<file path="config.mk">
export PLATFORM = sky130hd
export DESIGN_NAME = mpsc_top
export DESIGN_NICKNAME = d
export VERILOG_FILES = /design/src/mpsc_top.v
export VERILOG_INCLUDE_DIRS = /design/src
export SDC_FILE = /design/constraint.sdc
export NUM_CORES = 1
export LEC_CHECK = 0
export BUFFER_PORTS_ARGS = -buffer_cell sky130_fd_sc_hd__buf_2
export CORE_ASPECT_RATIO = 0.6
export CORE_MARGIN = 2
export CORE_UTILIZATION = 47
export DETAILED_ROUTE_END_ITERATION = 6
export PLACE_DENSITY = 0.85
export REMOVE_ABC_BUFFERS = 1
export SYNTH_ARGS = -nofsm -noshare
export SYNTH_HDL_FRONTEND = slang
export SYNTH_SLANG_ARGS = --single-unit
export TNS_END_PERCENT = 5
</file>
<file path="constraint.sdc">
create_clock -name clk_i -period 2.05 [get_ports clk_i]
set_input_delay 0.1025 -clock clk_i [delete_from_list [all_inputs] [get_ports clk_i]]
set_output_delay 0.1025 -clock clk_i [all_outputs]
set_load 0.05 [all_outputs]
</file>
<file path="src/mpsc_regs.vh">
`ifndef MPSC_REGS_VH
`define MPSC_REGS_VH
`define MPSC_IDX_PARAMS 8'he6
`define MPSC_IDX_MSTAT 8'he8
`define MPSC_IDX_CTRL 8'hea
`define MPSC_IDX_IRQ_STAT 8'hf8
`define MPSC_IDX_IRQ_MASK 8'hfa
`define MPSC_IDX_OPSTAT 8'hfc
`define MPSC_CTRL_SAVE 31
`define MPSC_CTRL_LOAD 30
`define MPSC_CTRL_FCLR 29
`define MPSC_CTRL_RCLR 28
`define MPSC_CTRL_KEY_HI 27
`define MPSC_CTRL_KEY_LO 20
`define MPSC_CTRL_ANG_HI 19
`define MPSC_CTRL_ANG_LO 11
`define MPSC_CTRL_WDOG 10
`define MPSC_RESET_WORD 32'h0000_0000
`define MPSC_IRQ_R 0
`define MPSC_IRQ_L 1
`define MPSC_IRQ_KE 2
`define MPSC_IRQ_MECH 3
`define MPSC_IRQ_NVM 4
`define MPSC_IRQ_WDOG 5
`define MPSC_IRQ_BITS 6
`endif

</file>
<file path="src/mpsc_top.v">
// Design decision made here: the Wishbone register port.
`timescale 1ns/100ps
`default_nettype none
`include "mpsc_regs.vh"
module mpsc_top #(
  parameter NVM_KEY = 8'h5a, // Unlock value, arbitrary
  parameter WDOG_CYCLES = 32'd125000
) (
  input wire clk_i,
  input wire rst_i,
  input wire cyc_i,
  input wire stb_i,
  input wire we_i,
  input wire [9:0] adr_i,
  input wire [3:0] sel_i,
  input wire [31:0] dat_i,
  output reg [31:0] dat_o,
  output wire ack_o,
  input wire r_done_i,
  input wire [7:0] r_val_i,
  input wire l_done_i,
  input wire [7:0] l_val_i,
  input wire ke_done_i,
  input wire [7:0] ke_val_i,
  input wire mech_done_i,
  input wire [3:0] freq_val_i,
  input wire nvm_busy_i,
  input wire wdog_en_i,
  output reg nvm_save_o,
  output reg nvm_load_o,
  output reg fault_clear_o,
  output reg retry_clear_o,
  output reg [8:0] align_angle_o,
  output reg wdog_tickle_o,
  output reg wdog_timeout_o,
  output wire irq_o
);
  reg ack_r;
  reg [7:0] res_r, emf_r, ind_r;
  reg [3:0] freq_r;
  reg r_flag_r, l_flag_r, ke_flag_r, mech_flag_r;
  reg save_bit_r, load_bit_r, wdog_bit_r;
  reg [7:0] key_r;
  reg [8:0] angle_r;
  reg [`MPSC_IRQ_BITS-1:0] irq_stat_r, irq_mask_r, irq_set;
  reg [31:0] wdog_cnt_r;
  reg nvm_busy_d_r;
  wire [7:0] idx = adr_i[9:2];
  wire req = cyc_i & stb_i & ~ack_r;
  wire wr = req & we_i;
  wire wr_ctrl = wr & (idx == `MPSC_IDX_CTRL) & sel_i[3];
  wire key_ok = (dat_i[`MPSC_CTRL_KEY_HI:`MPSC_CTRL_KEY_LO] == NVM_KEY);
  wire nvm_done = nvm_busy_d_r & ~nvm_busy_i;
  wire wdog_expire = wdog_en_i & (wdog_cnt_r == WDOG_CYCLES - 32'd1);

  // Single-wait-state slave: ack one cycle after request, dropped after
  assign ack_o = ack_r;
  always @(posedge clk_i)
  begin
    if (rst_i)
      ack_r <= 1'b0;
    else
      ack_r <= req;
  end

  // Results change only on measurement completion; bus writes never reach them
  always @(posedge clk_i)
  begin
    if (rst_i)
    begin
      res_r <= 8'h00;
      emf_r <= 8'h00;
      ind_r <= 8'h00;
      freq_r <= 4'h0;
      r_flag_r <= 1'b0;
      l_flag_r <= 1'b0;
      ke_flag_r <= 1'b0;
      mech_flag_r <= 1'b0;
    end
    else
    begin
      if (r_done_i)
      begin
        res_r <= r_val_i;
        r_flag_r <= 1'b1;
      end
      if (l_done_i)
      begin
        ind_r <= l_val_i;
        l_flag_r <= 1'b1;
        freq_r <= freq_val_i; // frequency follows the time constant
      end
      if (ke_done_i)
      begin
        emf_r <= ke_val_i;
        ke_flag_r <= 1'b1;
      end
      if (mech_done_i)
        mech_flag_r <= 1'b1;
    end
  end

  // Control word; each trigger write (save only with the key) yields a one-cycle output pulse, while the save/load bits hold until NVM busy falls
  always @(posedge clk_i)
  begin
    if (rst_i)
    begin
      save_bit_r <= 1'b0;
      load_bit_r <= 1'b0;
      wdog_bit_r <= 1'b0;
      key_r <= 8'h00;
      angle_r <= 9'h000;
      nvm_save_o <= 1'b0;
      nvm_load_o <= 1'b0;
      fault_clear_o <= 1'b0;
      retry_clear_o <= 1'b0;
      wdog_tickle_o <= 1'b0;
      nvm_busy_d_r <= 1'b0;
    end
    else
    begin
      nvm_busy_d_r <= nvm_busy_i;
      nvm_save_o <= 1'b0;
      nvm_load_o <= 1'b0;
      fault_clear_o <= 1'b0;
      retry_clear_o <= 1'b0;
      wdog_tickle_o <= 1'b0;
      wdog_bit_r <= 1'b0; // device clears the tickle bit itself
      if (nvm_done)
      begin
        save_bit_r <= 1'b0;
        load_bit_r <= 1'b0;
      end
      if (wr_ctrl)
      begin
        key_r <= dat_i[`MPSC_CTRL_KEY_HI:`MPSC_CTRL_KEY_LO];
        // Save without the correct key is ignored to protect the memory
        if (dat_i[`MPSC_CTRL_SAVE] & key_ok)
        begin
          save_bit_r <= 1'b1;
          nvm_save_o <= 1'b1;
        end
        if (dat_i[`MPSC_CTRL_LOAD])
        begin
          load_bit_r <= 1'b1;
          nvm_load_o <= 1'b1;
        end
        fault_clear_o <= dat_i[`MPSC_CTRL_FCLR];
        retry_clear_o <= dat_i[`MPSC_CTRL_RCLR];
      end
      if (wr & (idx == `MPSC_IDX_CTRL) & sel_i[2] & (|sel_i[1]))
        angle_r <= dat_i[`MPSC_CTRL_ANG_HI:`MPSC_CTRL_ANG_LO];
      if (wr & (idx == `MPSC_IDX_CTRL) & sel_i[1] & dat_i[`MPSC_CTRL_WDOG])
      begin
        wdog_bit_r <= 1'b1;
        wdog_tickle_o <= 1'b1;
      end
    end
  end

  // Align angle and watchdog: count cycles since the last tickle or timeout
  always @(posedge clk_i)
  begin
    if (rst_i)
    begin
      align_angle_o <= 9'h000;
      wdog_cnt_r <= 32'h0000_0000;
      wdog_timeout_o <= 1'b0;
    end
    else
    begin
      align_angle_o <= angle_r;
      if (~wdog_en_i | wdog_tickle_o)
        wdog_cnt_r <= 32'h0000_0000;
      else if (wdog_expire)
        wdog_cnt_r <= 32'h0000_0000;
      else
        wdog_cnt_r <= wdog_cnt_r + 32'd1;
      wdog_timeout_o <= wdog_expire & ~wdog_tickle_o;
    end
  end

  // Interrupt sources; a new event beats a simultaneous write-one clear
  always @*
  begin
    irq_set = {`MPSC_IRQ_BITS{1'b0}};
    irq_set[`MPSC_IRQ_R] = r_done_i;
    irq_set[`MPSC_IRQ_L] = l_done_i;
    irq_set[`MPSC_IRQ_KE] = ke_done_i;
    irq_set[`MPSC_IRQ_MECH] = mech_done_i;
    irq_set[`MPSC_IRQ_NVM] = nvm_done;
    irq_set[`MPSC_IRQ_WDOG] = wdog_expire & ~wdog_tickle_o;
  end

  always @(posedge clk_i)
  begin
    if (rst_i)
    begin
      irq_stat_r <= {`MPSC_IRQ_BITS{1'b0}};
      irq_mask_r <= {`MPSC_IRQ_BITS{1'b0}};
    end
    else
    begin
      if (wr & (idx == `MPSC_IDX_IRQ_STAT) & sel_i[0])
        irq_stat_r <= (irq_stat_r & ~dat_i[`MPSC_IRQ_BITS-1:0]) | irq_set;
      else
        irq_stat_r <= irq_stat_r | irq_set;
      if (wr & (idx == `MPSC_IDX_IRQ_MASK) & sel_i[0])
        irq_mask_r <= dat_i[`MPSC_IRQ_BITS-1:0];
    end
  end

  assign irq_o = |(irq_stat_r & irq_mask_r);

  // Read mux; write-only fields and reserved bits read zero, unmapped reads zero
  always @(posedge clk_i)
  begin
    if (rst_i)
      dat_o <= `MPSC_RESET_WORD;
    else if (req & ~we_i)
    begin
      case (idx)
        `MPSC_IDX_PARAMS: dat_o <= {res_r, emf_r, ind_r, 8'h00};
        `MPSC_IDX_MSTAT: dat_o <= {r_flag_r, l_flag_r, ke_flag_r, mech_flag_r, freq_r, 24'h00_0000};
        `MPSC_IDX_CTRL: dat_o <= {save_bit_r, load_bit_r, 19'h0_0000, wdog_bit_r, 10'h000};
        `MPSC_IDX_IRQ_STAT: dat_o <= {26'h000_0000, irq_stat_r};
        `MPSC_IDX_IRQ_MASK: dat_o <= {26'h000_0000, irq_mask_r};
        `MPSC_IDX_OPSTAT: dat_o <= {30'h0000_0000, wdog_en_i, nvm_busy_i};
        default: dat_o <= 32'h0000_0000;
      endcase
    end
  end
endmodule // mpsc_top
`default_nettype wire

</file>
Word-level counts from Yosys, hierarchy flattened
Cells that the tools add are included.
W data, S select, Z words.
- input port bits: 85
- register bits: 136
- bits in writable memories: 0
- latch bits: 0
- memories: 0
- logic and storage cells: 77
- ROM bits: 0
- mux-type cells: 11
- order comparisons: 0
- equal/unequal tests: 8
- shift-type cells: 0
- reductions and logical operators: 3
- div/mod/pow operators: 0
- add/sub/neg operators: 1
- bitwise logic cells: 30
- multiply operators: 0
- operators by type and width (kind ; count):
    $pmux W32 S6 ; 1
    $eq A8 B8 Y1 const B ; 6
    $add A32 B1 Y32 const B ; 1
    $eq A32 B17 Y1 const B ; 1
    $and A1 B1 Y1 ; 18
    $and A6 B6 Y6 ; 2
    $or A6 B6 Y6 ; 2
    $mux W1 ; 9
    $eq A8 B7 Y1 const B ; 1
    $mux W6 ; 1
    $not A1 Y1 ; 6
    $not A6 Y6 ; 1
    $reduce_or A6 Y1 ; 1
    $reduce_or A3 Y1 ; 1
    $reduce_or A2 Y1 ; 1
    $or A1 B1 Y1 ; 1

Longest topological paths before layout
- depth in word-level cells: 7
- gate-level depth with buffers: 8

Worst setup path after synthesis
No wires, ideal clock.
- kind: register to register
- start point: register ack_r (netlist: ack_o)
- end point: register irq_stat_r[5]
- cell stages (with the launch flop): 7
- setup slack: 48 ps
- buffers on the path: 1
- clock period less this slack: 2002 ps
- arrival: 1886 ps
- library setup time: 116 ps
- cells stage by stage: dfxtp_1 -> and4b_1 -> clkbuf_1 -> nand2_1 -> nor4bb_1 -> nand2_1 -> a31o_2
- word-level cells in the longest chain between the ends: 6
- ends and longest elaborated chain (element ; RTL line ; text):
    from (decl) ; mpsc_top.v:38 ; reg ack_r;
    from (signal assigned) ; mpsc_top.v:63 ; ack_r <= req;
    $not A1 Y1 ; mpsc_top.v:49 ; wire req = cyc_i & stb_i & ~ack_r;
    $and A1 B1 Y1 ; mpsc_top.v:49 ;
    $and A1 B1 Y1 ; mpsc_top.v:50 ; wire wr = req & we_i;
    $and A1 B1 Y1 (2 in series) ; mpsc_top.v:204 ; if (wr & (idx == `MPSC_IDX_IRQ_STAT) & sel_i[0])
    $mux W6 ; mpsc_top.v:204 ;
    to (signal assigned) ; mpsc_top.v:199 ; irq_stat_r <= {`MPSC_IRQ_BITS{1'b0}};
    to (signal assigned) ; mpsc_top.v:205 ; irq_stat_r <= (irq_stat_r & ~dat_i[`MPSC_IRQ_BITS-1:0]) | irq_set;
    to (signal assigned) ; mpsc_top.v:207 ; irq_stat_r <= irq_stat_r | irq_set;
    to (decl) ; mpsc_top.v:45 ; reg [`MPSC_IRQ_BITS-1:0] irq_stat_r, irq_mask_r, irq_set;
No other way between the ends.
A chain may end at the register's enable or synchronous reset.

Worst setup path after layout
- start point: register wdog_cnt_r[19]
- end point: register wdog_cnt_r[19]
- word-level cells in the longest chain between the ends: 3
- elaborated cells between the ends (all ways): 4
- classes of those cells: add/sub (1); eq/ne (1); bitwise (1); reduce/logical (1)
- ends and longest elaborated chain (element ; RTL line ; text):
    from (decl) ; mpsc_top.v:46 ; reg [31:0] wdog_cnt_r;
    from (signal assigned) ; mpsc_top.v:178 ; wdog_cnt_r <= wdog_cnt_r + 32'd1;
    parallel branches: the longest is 3 deep, another holds $add A32 B1 Y32 ; - ;
Several ways; the timed one is not identified.

==> results.tsv <==
stage	metric	value	unit
run_status	status	finished with violations	
run_status	failing checks	negative setup slack	
sta	Final Hold Vio Count	0	
global_routing	first-pass GRT wire length	23.5	mm
finish	most frequent cells in the layout	dfxtp_1, buf_2, nor2_1	
global_routing	largest net degree at the start of global routing	43	
sta	RSZ-0062 raised after global routing	true	
yosys	post-synth top area cell	dfxtp_1	
placement	RD Place Congestion	0.885	
sta	final worst-path setup slack	-73.1	ps
sta	clk_skew	7.77	ps
finish	commonest non-fill, non-tap cell in the layout	dfxtp_1	
critical_path	Worst path top cell family by delay	simple AND/OR/NAND/NOR gates	
critical_path	Setup Crit Path Kind	flip-flop to flip-flop	
yosys	asr flop ratio synth	0	
yosys	ys flop type	dfxtp_1	
pwr	IR drop worst, VDD	0.000608	V
flow_run	Max Cap Viol	0	
sta	Achievable Freq	471	MHz
min_path	hold depth	3	
yosys	Synth Cell Area	0.00520	sq mm
die	cell row count	29	
placement	post-DP HPWL	9.51	mm
yosys	share of Yosys cell area claimed by the top area cell type	0.516	
critical_path	CP Buf/Inv Count	1	
route	initial drt markers	351	
yosys	synthesized area per cell	9.56	sq um
yosys	Seq/Total Area, Yosys	0.516	
critical_path	crit path cell chain	or4_4 > nor4_4 > or4b_4 > nand3_4 > clkbuf_16 > nor2_1	
critical_path	CP endpoint kind	flip-flop	
global_routing	vias in the first global route	4838	
route	Via density	5.45	
sta	max-slew violations	0	
min_path	worst hold-check path type	primary input to flip-flop	
critical_path	CP Depth	6	
sta	Tightest Pin Transition	1110	ps
critical_path	Critical Path Start Type	flip-flop	
finish	share of layout cells above drive strength 1	0.263	
finish	Area growth syn-to-layout	37.6	%
die	Die Y	85.5	um
sta	min Tclk post-route	2120	ps
pwr	Pwr per Cell Area	834	mW/mm^2
yosys	Synth area leaders	dfxtp_1, nor2_1, mux2i_1	
die	IO Count	134	
placement	dpl cell area	0.00608	sq mm
clock_network	clock sinks	134	
route	DRC Markers	0	
route	Post-DRT Antenna Nets	0	
yosys	Seq cells post-synth	134	
finish	Design Area, Final	0.00716	sq mm
yosys	Cell variety after synth	44	
clock_network	H-tree depth	4	
clock_network	TritonCTS clock tree	built	
clock_network	Post-CTS Setup Bufs	0	
global_routing	initial antenna violation count	1	
die	Initial Utilization	0.487	
clock_network	Clock transition at path regs	60	ps
die	Core Region	0.0107	sq mm
clock_network	total clock buffers created by CTS	17	
pwr	leakage power	3.25	nW
pwr	Final Power	5.97	mW
critical_path	WP data arrival	2420	ps
route	vias	4837	
global_routing	GRT Total Usage	0.247	
sta	Rel. slew slack	0.257	
placement	port bufs	125	
clock_network	worst skew pair latency	410	ps
yosys	Mapped Cells	544	
sta	fin crit share	1.04	
route	final WL	14.8	mm
sta	Setup-failing EPs final	33	
critical_path	CP max stage cell	or4_4	
yosys	Yosys warning count	0	
critical_path	CP required	2350	ps
critical_path	worst reg2reg path depth	6	
route	wire per inst	16.7	um
clock_network	clock buffer depth	2	
die	Die ar.	0.0119	sq mm
global_routing	Overflow after GRT	0	
clock_network	Root Buffer	clkbuf_16	
yosys	number of synthesized flops with an enable pin	0	
finish	Nets	819	
die	chip width	140	um
route	drt first pass iters	5	
critical_path	Max stage delay on crit path	540	ps
critical_path	Max Fanout on Critical Path	10	
==> synthesized netlist by cell type, types with 2 or more instances <==
| library cell | instances |
|---|---|
| buf_4 | 2 |
| a21oi_1 | 2 |
| a311oi_1 | 4 |
| nor4b_1 | 2 |
| xnor2_1 | 10 |
| mux2_2 | 4 |
| and4b_1 | 2 |
| buf_6 | 3 |
| and2_1 | 5 |
| nand3_1 | 13 |
| o21ai_0 | 17 |
| nor2_1 | 105 |
| and3b_1 | 3 |
| clkbuf_1 | 18 |
| nor3_1 | 4 |
| xor2_1 | 19 |
| nor3b_1 | 13 |
| a21o_1 | 11 |
| buf_1 | 3 |
| nand4b_1 | 2 |
| nand4_1 | 16 |
| dfxtp_1 | 134 |
| or3_1 | 2 |
| and4_1 | 4 |
| nor4_1 | 3 |
| a22oi_1 | 29 |
| nand2_1 | 30 |
| and3_1 | 8 |
| or4_1 | 4 |
| inv_1 | 9 |
| mux2i_1 | 38 |
| nor2b_1 | 13 |
==> registers in the layout, summed over array words and instances (netlist names), 4 cells and up <==
name / cells
angle_r: 9
wdog_cnt_r: 32
ind_r: 8
dat_o: 30
irq_stat_r: 6
res_r: 8
emf_r: 8
freq_r: 4
irq_mask_r: 6
align_angle_o: 9
==> logic make-up (layout without fill, tap and decap cells) <==
kind of cell               count (synthesis)  in the layout  share of synthesized area
AOI/OAI and AO/OA                         64             64                     0.0845
xor gates and xnor gates                  29             29                     0.0489
adders and majority gates                  1              1                    0.00241
buffers and inverters                     36            237                     0.0320
DFF                                      134            134                      0.516
muxes                                     42             42                     0.0818
other                                      1              4                   0.000721
and+or+nand+nor                          237            237                      0.234
==> through the flow <==
stage                     TNS, ps  std cells  utilization  hold slack, ps  worst slack [ps]
after global placement       -534        808        0.570             311             -36.6
after CTS                    -825        884        0.665            2.61             -43.1
final                       -1720        887        0.671            25.4             -73.1
after floorplan             -1400        518            -             174             -45.7
after global routing        -3240        886        0.671            31.6              -111
after detailed placement    -1570        808        0.570             317             -74.6
==> worst register-to-register path, cell delays in order (launching register included) <==
cell and delay (ps):
dfxtp_2 330, or4_4 540, nor4_4 300, or4b_4 510, nand3_4 120, clkbuf_16 170, nor2_1 50
==> layout make-up <==
class                           count  area, sq um
Antenna cell                        2         5.00
Multi-Input combinational cell    375         2390
Clock inverter                     10          105
Tap cell                          139          174
Sequential cell                   134         2680
Fill cell                         792         3510
Clock buffer                       22          454
Timing Repair Buffer              196         1310
Inverter                            9         33.8
==> where the power goes <==
part,switching [mW],leakage [nW],internal (mW)
Combinational,0.185,1.89,0.189
Clock,1.10,0.273,1.81
Sequential,0.0322,1.09,2.65
Total,1.32,3.25,4.65
==> path summary, 6_finish.rpt <==
check / startpoint / endpoint / slack (ps)
worst max register to register: wdog_cnt_r[19] / wdog_cnt_r[19] / -70
worst max-delay path: wdog_cnt_r[19] / wdog_cnt_r[19] / -70
worst min-delay path: stb_i / ack_o / 30
worst min register to register: wdog_cnt_r[0] / wdog_cnt_r[0] / 440
==> layer usage <==
metal / wire, um / global-route usage / vias up
li1: - / - / 2274
met1: 6450 / 0.312 / 2280
met2: 6760 / 0.392 / 242
met3: 1250 / 0.0818 / 41
met4: 365 / 0.105 / 0
met5: 0 / 0 / -
==> what timing repair did <==
item,in CTS,in global routing
hold endpoints to repair,46,0
setup endpoints to repair,33,35
hold buffers,44,0
resized for setup,3,8
cloned,0,1
pin swaps,1,6
(Power assumes the default switching activity.)
